**src/pkg/psg_pkg.sv**
```systemverilog
package psg_pkg;
  localparam logic [19:0] PSG_ADDR_PINS01 = 20'h40850;
  localparam logic [19:0] PSG_ADDR_PINS23 = 20'h40854;
  localparam logic [19:0] PSG_ADDR_PINS45 = 20'h40858;
  localparam logic [19:0] PSG_ADDR_PINS67 = 20'h4085C;
  localparam logic [19:0] PSG_ADDR_LCDMODE = 20'h41B04;
  localparam int PSG_LO_FIELD = 0;
  localparam int PSG_HI_FIELD = 16;
  localparam int PSG_OE_BIT = 3;
  localparam int PSG_IE_BIT = 2;
  localparam int PSG_DO_BIT = 1;
  localparam int PSG_DI_BIT = 0;
  localparam logic [7:0] PSG_SEG_RESET = 8'h00;
  localparam logic [2:0] PSG_DUTY_RESET = 3'h0;
  localparam logic [1:0] PSG_RESP_OKAY = 2'h0;
  localparam logic [1:0] PSG_RESP_SLVERR = 2'h2;
  localparam int PSG_PINS = 8;

  typedef struct packed {
    logic oe;
    logic ie;
    logic lvl;
  } psg_pin_cfg_t;

  typedef struct packed {
    logic        seg_mode;
    logic [2:0]  duty;
  } psg_lcd_cfg_t;
endpackage : psg_pkg

```
**src/design/psg_pin.sv**
```systemverilog
`timescale 1ns/1ps
`default_nettype none
// One port pin: driver control, synchronised gated input
module psg_pin
  import psg_pkg::*;
(
  input  wire logic aclk,
  input  wire logic aresetn,
  input  wire logic seg_mode,
  input  wire logic seg_level,
  input  wire psg_pin_cfg_t cfg,
  input  wire logic pad_i,
  output logic      pad_o,
  output logic      pad_oe,
  output logic      state
);
  typedef struct packed {
    logic s1;
    logic s2;
    logic o;
    logic oe;
    logic st;
  } psg_pin_st_t;
  psg_pin_st_t st_r;
  psg_pin_st_t st_nxt;

  // Segment view drives glass always; pin view follows its bits
  always_comb begin
    st_nxt    = st_r;
    st_nxt.s1 = pad_i;
    st_nxt.s2 = st_r.s1;
    st_nxt.oe = seg_mode | cfg.oe;
    st_nxt.o  = seg_mode ? seg_level : cfg.lvl;
    st_nxt.st = cfg.ie & st_r.s2;
  end

  always_ff @(posedge aclk) begin
    if (!aresetn) begin
      st_r <= '0;
    end else begin
      st_r <= st_nxt;
    end
  end

  assign pad_o  = st_r.o;
  assign pad_oe = st_r.oe;
  assign state  = st_r.st;
endmodule : psg_pin
`default_nettype wire

```
**src/design/psg_port.sv**
```systemverilog
`timescale 1ns/1ps
`default_nettype none
// Eight-pin port with LCD segment view, AXI4-Lite slave
module psg_port
  import psg_pkg::*;
(
  input  wire logic        aclk,
  input  wire logic        aresetn,
  input  wire logic [19:0] s_axi_awaddr,
  input  wire logic        s_axi_awvalid,
  output logic             s_axi_awready,
  input  wire logic [31:0] s_axi_wdata,
  input  wire logic [3:0]  s_axi_wstrb,
  input  wire logic        s_axi_wvalid,
  output logic             s_axi_wready,
  output logic [1:0]       s_axi_bresp,
  output logic             s_axi_bvalid,
  input  wire logic        s_axi_bready,
  input  wire logic [19:0] s_axi_araddr,
  input  wire logic        s_axi_arvalid,
  output logic             s_axi_arready,
  output logic [31:0]      s_axi_rdata,
  output logic [1:0]       s_axi_rresp,
  output logic             s_axi_rvalid,
  input  wire logic        s_axi_rready,
  input  wire logic [2:0]  common_phase,
  input  wire logic [7:0]  pad_i,
  output logic [7:0]       pad_o,
  output logic [7:0]       pad_oe
);
  typedef struct packed {
    logic          aw_got;
    logic          w_got;
    logic [19:0]   awaddr;
    logic [31:0]   wdata;
    logic [3:0]    wstrb;
    logic          bvalid;
    logic [1:0]    bresp;
    logic          rvalid;
    logic [1:0]    rresp;
    logic [31:0]   rdata;
    psg_lcd_cfg_t  lcd;
    logic [63:0]   seg;
    psg_pin_cfg_t [PSG_PINS-1:0] pin;
  } psg_state_t;
  psg_state_t st_r;
  psg_state_t st_nxt;

  logic [7:0] pin_state;
  logic [7:0] seg_level;
  logic [2:0] phase_lim;

  // Phases beyond the duty setting are blanked; duty 0 means 1/8
  always_comb begin
    phase_lim = (st_r.lcd.duty == 3'h0) ? 3'h7 : st_r.lcd.duty;
  end

  genvar gi;
  generate
    for (gi = 0; gi < PSG_PINS; gi++) begin : g_pin
      // Common phase selects one bit of the segment byte
      assign seg_level[gi] = (common_phase <= phase_lim) &
                             st_r.seg[gi*8 + common_phase];
      psg_pin u_pin (
        .aclk      (aclk),
        .aresetn   (aresetn),
        .seg_mode  (st_r.lcd.seg_mode),
        .seg_level (seg_level[gi]),
        .cfg       (st_r.pin[gi]),
        .pad_i     (pad_i[gi]),
        .pad_o     (pad_o[gi]),
        .pad_oe    (pad_oe[gi]),
        .state     (pin_state[gi])
      );
    end
  endgenerate

  // Word index for a port address, or invalid
  function automatic logic [2:0] word_of(input logic [19:0] a);
    logic [2:0] w;
    w = 3'h4;
    case (a)
      PSG_ADDR_PINS01: w = 3'h0;
      PSG_ADDR_PINS23: w = 3'h1;
      PSG_ADDR_PINS45: w = 3'h2;
      PSG_ADDR_PINS67: w = 3'h3;
      default:         w = 3'h4;
    endcase
    return w;
  endfunction : word_of

  // Pin-view field of one pin at a given base bit
  function automatic logic [31:0] pin_field(input psg_pin_cfg_t c, input logic s, input int base);
    logic [31:0] v;
    v = '0;
    v[base + PSG_OE_BIT] = c.oe;
    v[base + PSG_IE_BIT] = c.ie;
    v[base + PSG_DO_BIT] = c.lvl;
    v[base + PSG_DI_BIT] = s;
    return v;
  endfunction : pin_field

  // Read data for a port word under the current view
  function automatic logic [31:0] port_word(input psg_state_t s, input logic [7:0] ps, input logic [1:0] w);
    logic [31:0] v;
    v = '0;
    if (s.lcd.seg_mode) begin
      v[7:0]   = s.seg[{w, 1'b0}*8 +: 8];
      v[23:16] = s.seg[{w, 1'b1}*8 +: 8];
    end else begin
      v = pin_field(s.pin[{w, 1'b0}], ps[{w, 1'b0}], PSG_LO_FIELD) |
          pin_field(s.pin[{w, 1'b1}], ps[{w, 1'b1}], PSG_HI_FIELD);
    end
    return v;
  endfunction : port_word

  // Bus handshakes, register writes and reads
  always_comb begin
    logic [2:0] wi;
    logic [2:0] ri;
    logic       wok;
    wi     = 3'h0;
    ri     = 3'h0;
    wok    = 1'b0;
    st_nxt = st_r;
    if (s_axi_awvalid && !st_r.aw_got && !st_r.bvalid) begin
      st_nxt.aw_got = 1'b1;
      st_nxt.awaddr = s_axi_awaddr;
    end
    if (s_axi_wvalid && !st_r.w_got && !st_r.bvalid) begin
      st_nxt.w_got = 1'b1;
      st_nxt.wdata = s_axi_wdata;
      st_nxt.wstrb = s_axi_wstrb;
    end
    // Write commits once both halves are held
    if (st_r.aw_got && st_r.w_got) begin
      st_nxt.aw_got = 1'b0;
      st_nxt.w_got  = 1'b0;
      st_nxt.bvalid = 1'b1;
      wi            = word_of(st_r.awaddr);
      wok           = 1'b1;
      if (st_r.awaddr == PSG_ADDR_LCDMODE) begin
        if (st_r.wstrb[0]) begin
          st_nxt.lcd.seg_mode = st_r.wdata[0];
          st_nxt.lcd.duty     = st_r.wdata[3:1];
        end
      end else if (wi[2]) begin
        wok = 1'b0;
      end else if (st_r.lcd.seg_mode) begin
        if (st_r.wstrb[0]) st_nxt.seg[{wi[1:0], 1'b0}*8 +: 8] = st_r.wdata[7:0];
        if (st_r.wstrb[2]) st_nxt.seg[{wi[1:0], 1'b1}*8 +: 8] = st_r.wdata[23:16];
      end else begin
        // Input-state bits are read-only; masked bytes are dropped
        if (st_r.wstrb[0]) begin
          st_nxt.pin[{wi[1:0], 1'b0}] = '{oe: st_r.wdata[PSG_OE_BIT], ie: st_r.wdata[PSG_IE_BIT],
                                          lvl: st_r.wdata[PSG_DO_BIT]};
        end
        if (st_r.wstrb[2]) begin
          st_nxt.pin[{wi[1:0], 1'b1}] = '{oe: st_r.wdata[PSG_HI_FIELD + PSG_OE_BIT],
                                          ie: st_r.wdata[PSG_HI_FIELD + PSG_IE_BIT],
                                          lvl: st_r.wdata[PSG_HI_FIELD + PSG_DO_BIT]};
        end
      end
      st_nxt.bresp = wok ? PSG_RESP_OKAY : PSG_RESP_SLVERR;
    end
    if (st_r.bvalid && s_axi_bready) begin
      st_nxt.bvalid = 1'b0;
    end
    // Reads answer one cycle after the address is taken
    if (s_axi_arvalid && !st_r.rvalid) begin
      ri            = word_of(s_axi_araddr);
      st_nxt.rvalid = 1'b1;
      st_nxt.rresp  = PSG_RESP_OKAY;
      st_nxt.rdata  = '0;
      if (s_axi_araddr == PSG_ADDR_LCDMODE) begin
        st_nxt.rdata[3:0] = {st_r.lcd.duty, st_r.lcd.seg_mode};
      end else if (ri[2]) begin
        st_nxt.rresp = PSG_RESP_SLVERR;
      end else begin
        st_nxt.rdata = port_word(st_r, pin_state, ri[1:0]);
      end
    end else if (st_r.rvalid && s_axi_rready) begin
      st_nxt.rvalid = 1'b0;
    end
  end

  always_ff @(posedge aclk) begin
    if (!aresetn) begin
      st_r          <= '0;
      st_r.lcd.duty <= PSG_DUTY_RESET;
    end else begin
      st_r <= st_nxt;
    end
  end

  // Ready is a register-free view of the capture and response-valid flags
  assign s_axi_awready = !st_r.aw_got && !st_r.bvalid;
  assign s_axi_wready  = !st_r.w_got && !st_r.bvalid;
  assign s_axi_bvalid  = st_r.bvalid;
  assign s_axi_bresp   = st_r.bresp;
  assign s_axi_arready = !st_r.rvalid;
  assign s_axi_rvalid  = st_r.rvalid;
  assign s_axi_rresp   = st_r.rresp;
  assign s_axi_rdata   = st_r.rdata;
endmodule : psg_port
`default_nettype wire

```
**config.mk**
```make
export PLATFORM = sky130hd
export DESIGN_NAME = psg_port
export DESIGN_NICKNAME = d
export VERILOG_FILES = /design/src/pkg/psg_pkg.sv /design/src/design/psg_pin.sv /design/src/design/psg_port.sv
export SDC_FILE = /design/constraint.sdc
export NUM_CORES = 1
export LEC_CHECK = 0
export BUFFER_PORTS_ARGS = -buffer_cell sky130_fd_sc_hd__buf_2
export CAP_MARGIN = 15
export CORE_UTILIZATION = 47
export DETAILED_ROUTE_END_ITERATION = 10
export PLACE_DENSITY = 0.74
export SETUP_SLACK_MARGIN = 0.02
export SYNTH_ARGS = -nofsm -noshare
export SYNTH_HDL_FRONTEND = slang
export SYNTH_HIERARCHICAL = 1
export SYNTH_SLANG_ARGS = --single-unit
export TNS_END_PERCENT = 100
```
**constraint.sdc**
```tcl
create_clock -name aclk -period 3.3 [get_ports aclk]
set_input_delay 0.33 -clock aclk [delete_from_list [all_inputs] [get_ports aclk]]
set_output_delay 0.33 -clock aclk [all_outputs]
set_load 0.02 [all_outputs]
```
# == After elaboration in Yosys (flattened, before gate mapping) ==
# Index checks and enable logic that the tools add are counted.
# word_totals
regBits,219
latch_bits,0
ramBits,0
rom_bits,0
inputBits,94
out_inout_bits,57
word_cells,239
n_memories,0
# op_classes
addsub,9
multipliers,0
n_div,0
order_cmp,15
eq_ne,10
n_shift,6
n_mux,70
n_bitwise,29
n_reduce_logical,23
# op_table
operator,n
two-way mux 64 bit,6
"== test 20 x 19 -> 1 bit, second input constant",10
two-way mux 24 bit,6
bitwise mux 64 bit,2
"variable shift 8 x 34 -> 64 bit, first input constant",2
variable part select 64 x 7 -> 8 bit,2
variable part select 8 x 34 -> 64 bit,2
negator 6 -> 34 bit,2
bitwise mux 24 bit,2
binary-select mux 1 bit (select 6 bit),7
two-way mux 32 bit,1
two-way mux 30 bit,1
"adder 6 x 3 -> 7 bit, first input constant",4
"< comparator 7 bit, second input constant",4
two-way mux 8 bit,3
case mux 3 bit (4 select lines),2
two-way mux 1 bit,23
two-way mux 3 bit,7
OR 4 x 20 -> 20 bit,1
AND 1 bit,16
"< comparator 3 x 4 -> 1 bit, second input constant",4
"< comparator 6 x 7 -> 1 bit, second input constant",2
"adder 5 x 3 -> 6 bit, first input constant",2
binary-select mux 3 bit (select 2 bit),2
other kinds (19),49

# == Longest topological paths before layout ==
# logic_depth
ltp_word,15
depth_mapped,11
ltp_nobuf,10

# == Modules after synthesis ==
# Netlist, hierarchy kept.
# by_module_without_submodules
mod,n_inst,cells_each,area_each_um2,seq_area_each_um2
psg_port,1,805,7368.3,3042.9
psg_pin,8,11,142.6,100.1

# == Least setup slack after synthesis ==
# No wires, ideal clock.
# synth_path
path_type,register to register
startpoint,reg st_r[179] in the netlist's numbering
endpoint,reg st_r[72] in the netlist's numbering
setup_time_ns,0.060
arrival_ns,2.425
required_time_ns,3.240
setup_slack_ns,0.815
stages_incl_launch_ff,9
n_path_buf,0
period_less_slack_ns,2.485
cell_sequence,dfxtp_1 > nor4b_4 > nand4_4 > nor2_1 > nand2_1 > ha_1 > or3_1 > nor3b_2 > a22o_1
# synth_between
elab_chain_len,13
word_cells_on_any_way,24
classes_between,add/sub (2); eq/ne (5); shift (4); mux (10); bitwise (2); reduce/logical (1)
# synth_rtl
element,line_no,text
"start, declared",psg_port.sv:46,psg_state_t st_r;
"start signal, assigned",psg_port.sv:192,st_r <= st_nxt;
== test 20 x 19 -> 1 bit,psg_port.sv:82,case (a)
case mux 3 bit (4 select lines),psg_port.sv:82,
two-way mux 3 bit,psg_port.sv:136,if (st_r.aw_got && st_r.w_got) begin
negator 6 -> 34 bit,psg_port.sv:150,"if (st_r.wstrb[0]) st_nxt.seg[{wi[1:0], 1'b0}*8 +: 8] = st_r.wdata[7:0];"
variable part select 8 x 34 -> 64 bit / variable shift 8 x 34 -> 64 bit (equally long branches),psg_port.sv:150,
bitwise mux 64 bit,psg_port.sv:150,
two-way mux 64 bit,psg_port.sv:150,
two-way mux 64 bit,psg_port.sv:149,end else if (st_r.lcd.seg_mode) begin
two-way mux 64 bit,psg_port.sv:147,end else if (wi[2]) begin
two-way mux 64 bit,psg_port.sv:142,if (st_r.awaddr == PSG_ADDR_LCDMODE) begin
two-way mux 64 bit,psg_port.sv:136,
bitwise mux 64 bit,psg_port.sv:151,"if (st_r.wstrb[2]) st_nxt.seg[{wi[1:0], 1'b1}*8 +: 8] = st_r.wdata[23:16];"
two-way mux 64 bit,psg_port.sv:151,
# Several ways; a longest one is shown, not always the timed one. The select of a mux whose other input is x is not followed.
# A chain may end at the register's enable or synchronous reset.

# == Final worst setup path ==
# layout_path
startpoint,reg st_r[171] in the netlist's numbering
endpoint,reg st_r[79] in the netlist's numbering
# The elaborated chain is that of the path after synthesis.

==> metrics.md <==
| Metric | Value |
|---|---|
| Setup-failing EPs final | `0` |
| Kind of critical path | `reg -> reg` |
| Average cell area after synthesis | `9.529 um2` |
| Placed Instances | `1,179` |
| Worst Skew | `around 0.0075 ns` |
| Post-DRT Antenna Nets | `0` |
| WP data required | `between 3 and 4 ns` |
| Chip height | `136.6 um` |
| Top post-synthesis cells by area | `dfxtp_1, mux2i_1, nand2_1` |
| Inserted Clock Buffers | `17` |
| CTS Hold Bufs | `0` |
| Power share of the sequential group | `49.1%` |
| Count leader, synth | `dfxtp_1` |
| GR Overflow Total | `0` |
| Hold Crit Start | `pad_i[1]` |
| Total setup buffers inserted after CTS | `0` |
| Max-cap viol count | `0` |
| Period utilisation layout | `between 80% and 90%` |
| Clk pwr share | `between 40% and 50%` |
| Routability Congestion | `between 0.9 and 1` |
| Measured slew at the worst slew-check pin | `roughly 0.90 ns` |
| Clock Sinks | `between 150 and 200` |
| Slew headroom | `between 30% and 40%` |
| Die X | `about 140 um` |
| Core area | `17,480 um2` |
| Synth unique cells | `54` |
| Status | `complete, no violations` |
| Final slew viol count | `0` |
| Die Area | `approximately 19,000 um2` |
| Pwr Density | `506.0 nW/um2` |
| Wire length on met2 | `approximately 10,000 um` |
| Final hold vios | `0` |
| Setup crit end kind | `register` |
| Gate Count Post-Synth | `between 800 and 900` |
| Setup_tns | `0 ns` |
| Int Pwr | `~3800 uW` |
| Worst hold slack | `~0.098 ns` |
| Seq/Total Area, Yosys | `between 40% and 50%` |
| Post-layout nets | `around 1,100` |
| Vias in the first global route | `roughly 6,300` |
| Routed vias | `between 6,000 and 7,000` |
| Initial antenna violation count | `0` |
| Comb pwr share | `6.4%` |
| CP Launch Type | `register` |
| Total track usage | `a little under a quarter` |
| Wire per inst | `17.64 um` |
| Initial Utilization | `between 40 and 50%` |
| Finished Layout Cells | `between 1,000 and 1,500` |
| Post-synth top flop | `dfxtp_1` |
| Drt drc | `0` |
| Root Buffer | `clkbuf_16` |
| Antenna fix cells | `0` |
| 1st-pass router iterations | `8` |
| Area leader, netlist | `dfxtp_1` |
| Row count | `between 40 and 50` |
| Minimum clock period | `2.946 ns` |
| Sw Share | `a little under a quarter` |
| Vias/cell | `~5.8` |
| Crit. Startpoint | `st_r[171]` |
| HPWL after DPL | `between 15,000 and 20,000 um` |
| M1 wire length | `around 9000 um` |
| Peak supply drop | `397.7 uV` |
| Area delta synth->final | `14.01%` |
| Post-synthesis cell area | `~8500 um2` |
| Post-cts resize count | `0` |
| Synth Register Bits | `192` |
| Top cells by count, synth | `dfxtp_1, nand2_1, a21oi_1` |
| H-tree Lvls | `4` |
| Synth warnings | `6` |
| First-pass GRT wire length | `33,350 um` |
| Ports | `151` |
| Largest net degree at the start of global routing | `50` |
| Worst skew pair latency | `between 0.4 and 0.5 ns` |
| Share of cells above drive strength 1 | `between 20 and 25%` |
| Reg2reg start | `st_r[171]` |
| Starting DRC count in detailed routing | `slightly above 600` |
| Leakage | `between 0.004 and 0.005 uW` |
| Synth top area share | `between 40% and 50%` |
| Tot Pwr | `between 4000 and 5000 uW` |
| Worst-path clk slew | `0.07 ns` |
| DR top layer | `met4` |
| Port bufs | `roughly 110` |
| Final core utilization | `55.51%` |
| Class of the worst hold path | `in -> reg` |
| WL final | `about 21,000 um` |
| Async SR Flop Fraction | `0%` |
| Setup repair after global routing missed its margin | `false` |
| Fmax achieved | `around 340 MHz` |
| CTS tree | `done` |
| Clock Tree Buf Depth | `2` |
| NetSw | `around 1100 uW` |
| Crit path DAT | `3.32 ns` |
| Crit Path Max Fanout | `8` |
| Post-synth EDFFs | `0` |
| WL met3 | `1539 um` |
-- layout make-up --
type / count / area, um2
fill: 1557 / 7775
multi-input combinational: 625 / 4238
clock buffer: 25 / 515.5
tap: 225 / 281.5
timing repair buffer: 126 / 660.6
inverter: 11 / 41.29
sequential: 192 / 3844
clock inverter: 7 / 121.4
-- worst max-delay path, cell delays in order (launching register included) --
cell and delay (ns):
dfxtp_1 0.31, nor3_1 0.43, nand4_4 0.21, nor2_1 0.28, nand2_1 0.15, inv_1 0.11, ha_1 0.33, nand2_1 0.10
or3_1 0.36, nor3b_4 0.40, a22o_1 0.20
-- power groups by stage --
stage | Sequential (uW) | Clock, uW | Combinational (uW)
6_report | 2410 | 2190 | 314
2_1_floorplan | 2450 | 0 | 230
3_3_place_gp | 2460 | 0 | 309
3_5_place_dp | 2460 | 0 | 313
4_1_cts | 2410 | 2210 | 314
5_1_grt | 2410 | 2310 | 347
-- routing by layer --
layer	track usage [%]	vias to the layer above
met5	0	-
met4	9.012	0
met3	4.667	48
met2	38.44	330
met1	30.68	3276
li1	-	3310
-- placed cells by master, fill, tap and decap left out, types with 9 or more instances in the layout --
master,instances
nand3_1,26
o2bb2ai_1,15
mux2i_1,65
dfxtp_1,192
o21ai_0,13
conb_1,18
inv_1,10
clkbuf_16,17
nor3_1,10
and3_1,9
nor2b_1,11
o22ai_1,16
and2_1,25
mux4_2,23
buf_4,12
nor2_1,27
a22o_1,32
nand2_1,171
buf_2,114
o21a_1,9
a21oi_1,68
-- stage by stage --
stage | setup slack (ns) | instance area, um2
floorplan | 0.8153 | 8573
global placement | 0.4328 | 9059
detailed placement | 0.3038 | 9059
CTS | 0.2685 | 9696
global route | 0.07436 | 9702
finish | 0.3541 | 9702
-- flip-flops by register name, summed over array words and instances (netlist names), 8 cells and up --
signal / cells
g_pin.u_pin/pad_o: 8
st_r: 132
g_pin.u_pin/pad_oe: 8
g_pin.u_pin/state: 8
g_pin.u_pin/st_nxt: 8
s_axi_rdata: 16
g_pin.u_pin/st_r: 8
-- path summary, 6_finish.rpt --
check / slack [ns] / endpoint / cells past startpoint
setup reg to reg: 0.35 / st_r[79] / 10
hold / removal: 0.1 / g_pin[1].u_pin/st_nxt[3] / 2
setup / recovery: 0.35 / st_r[79] / 10
hold reg to reg: 0.43 / g_pin[0].u_pin/st_r[3] / 1
-- cell families (layout without fill, tap and decap cells) --
group,count (synthesis),in the layout,share of synthesized area [%]
and+or+nand+nor,328,328,19.34
DFF,192,192,45.17
AOI/OAI and AO/OA,181,181,14.44
buffers and inverters,93,169,5.852
muxes,91,91,14.13
adders and majority gates,7,7,1.029
other,1,18,0.04407
No activity file was read; power rests on OpenSTA's default activity.
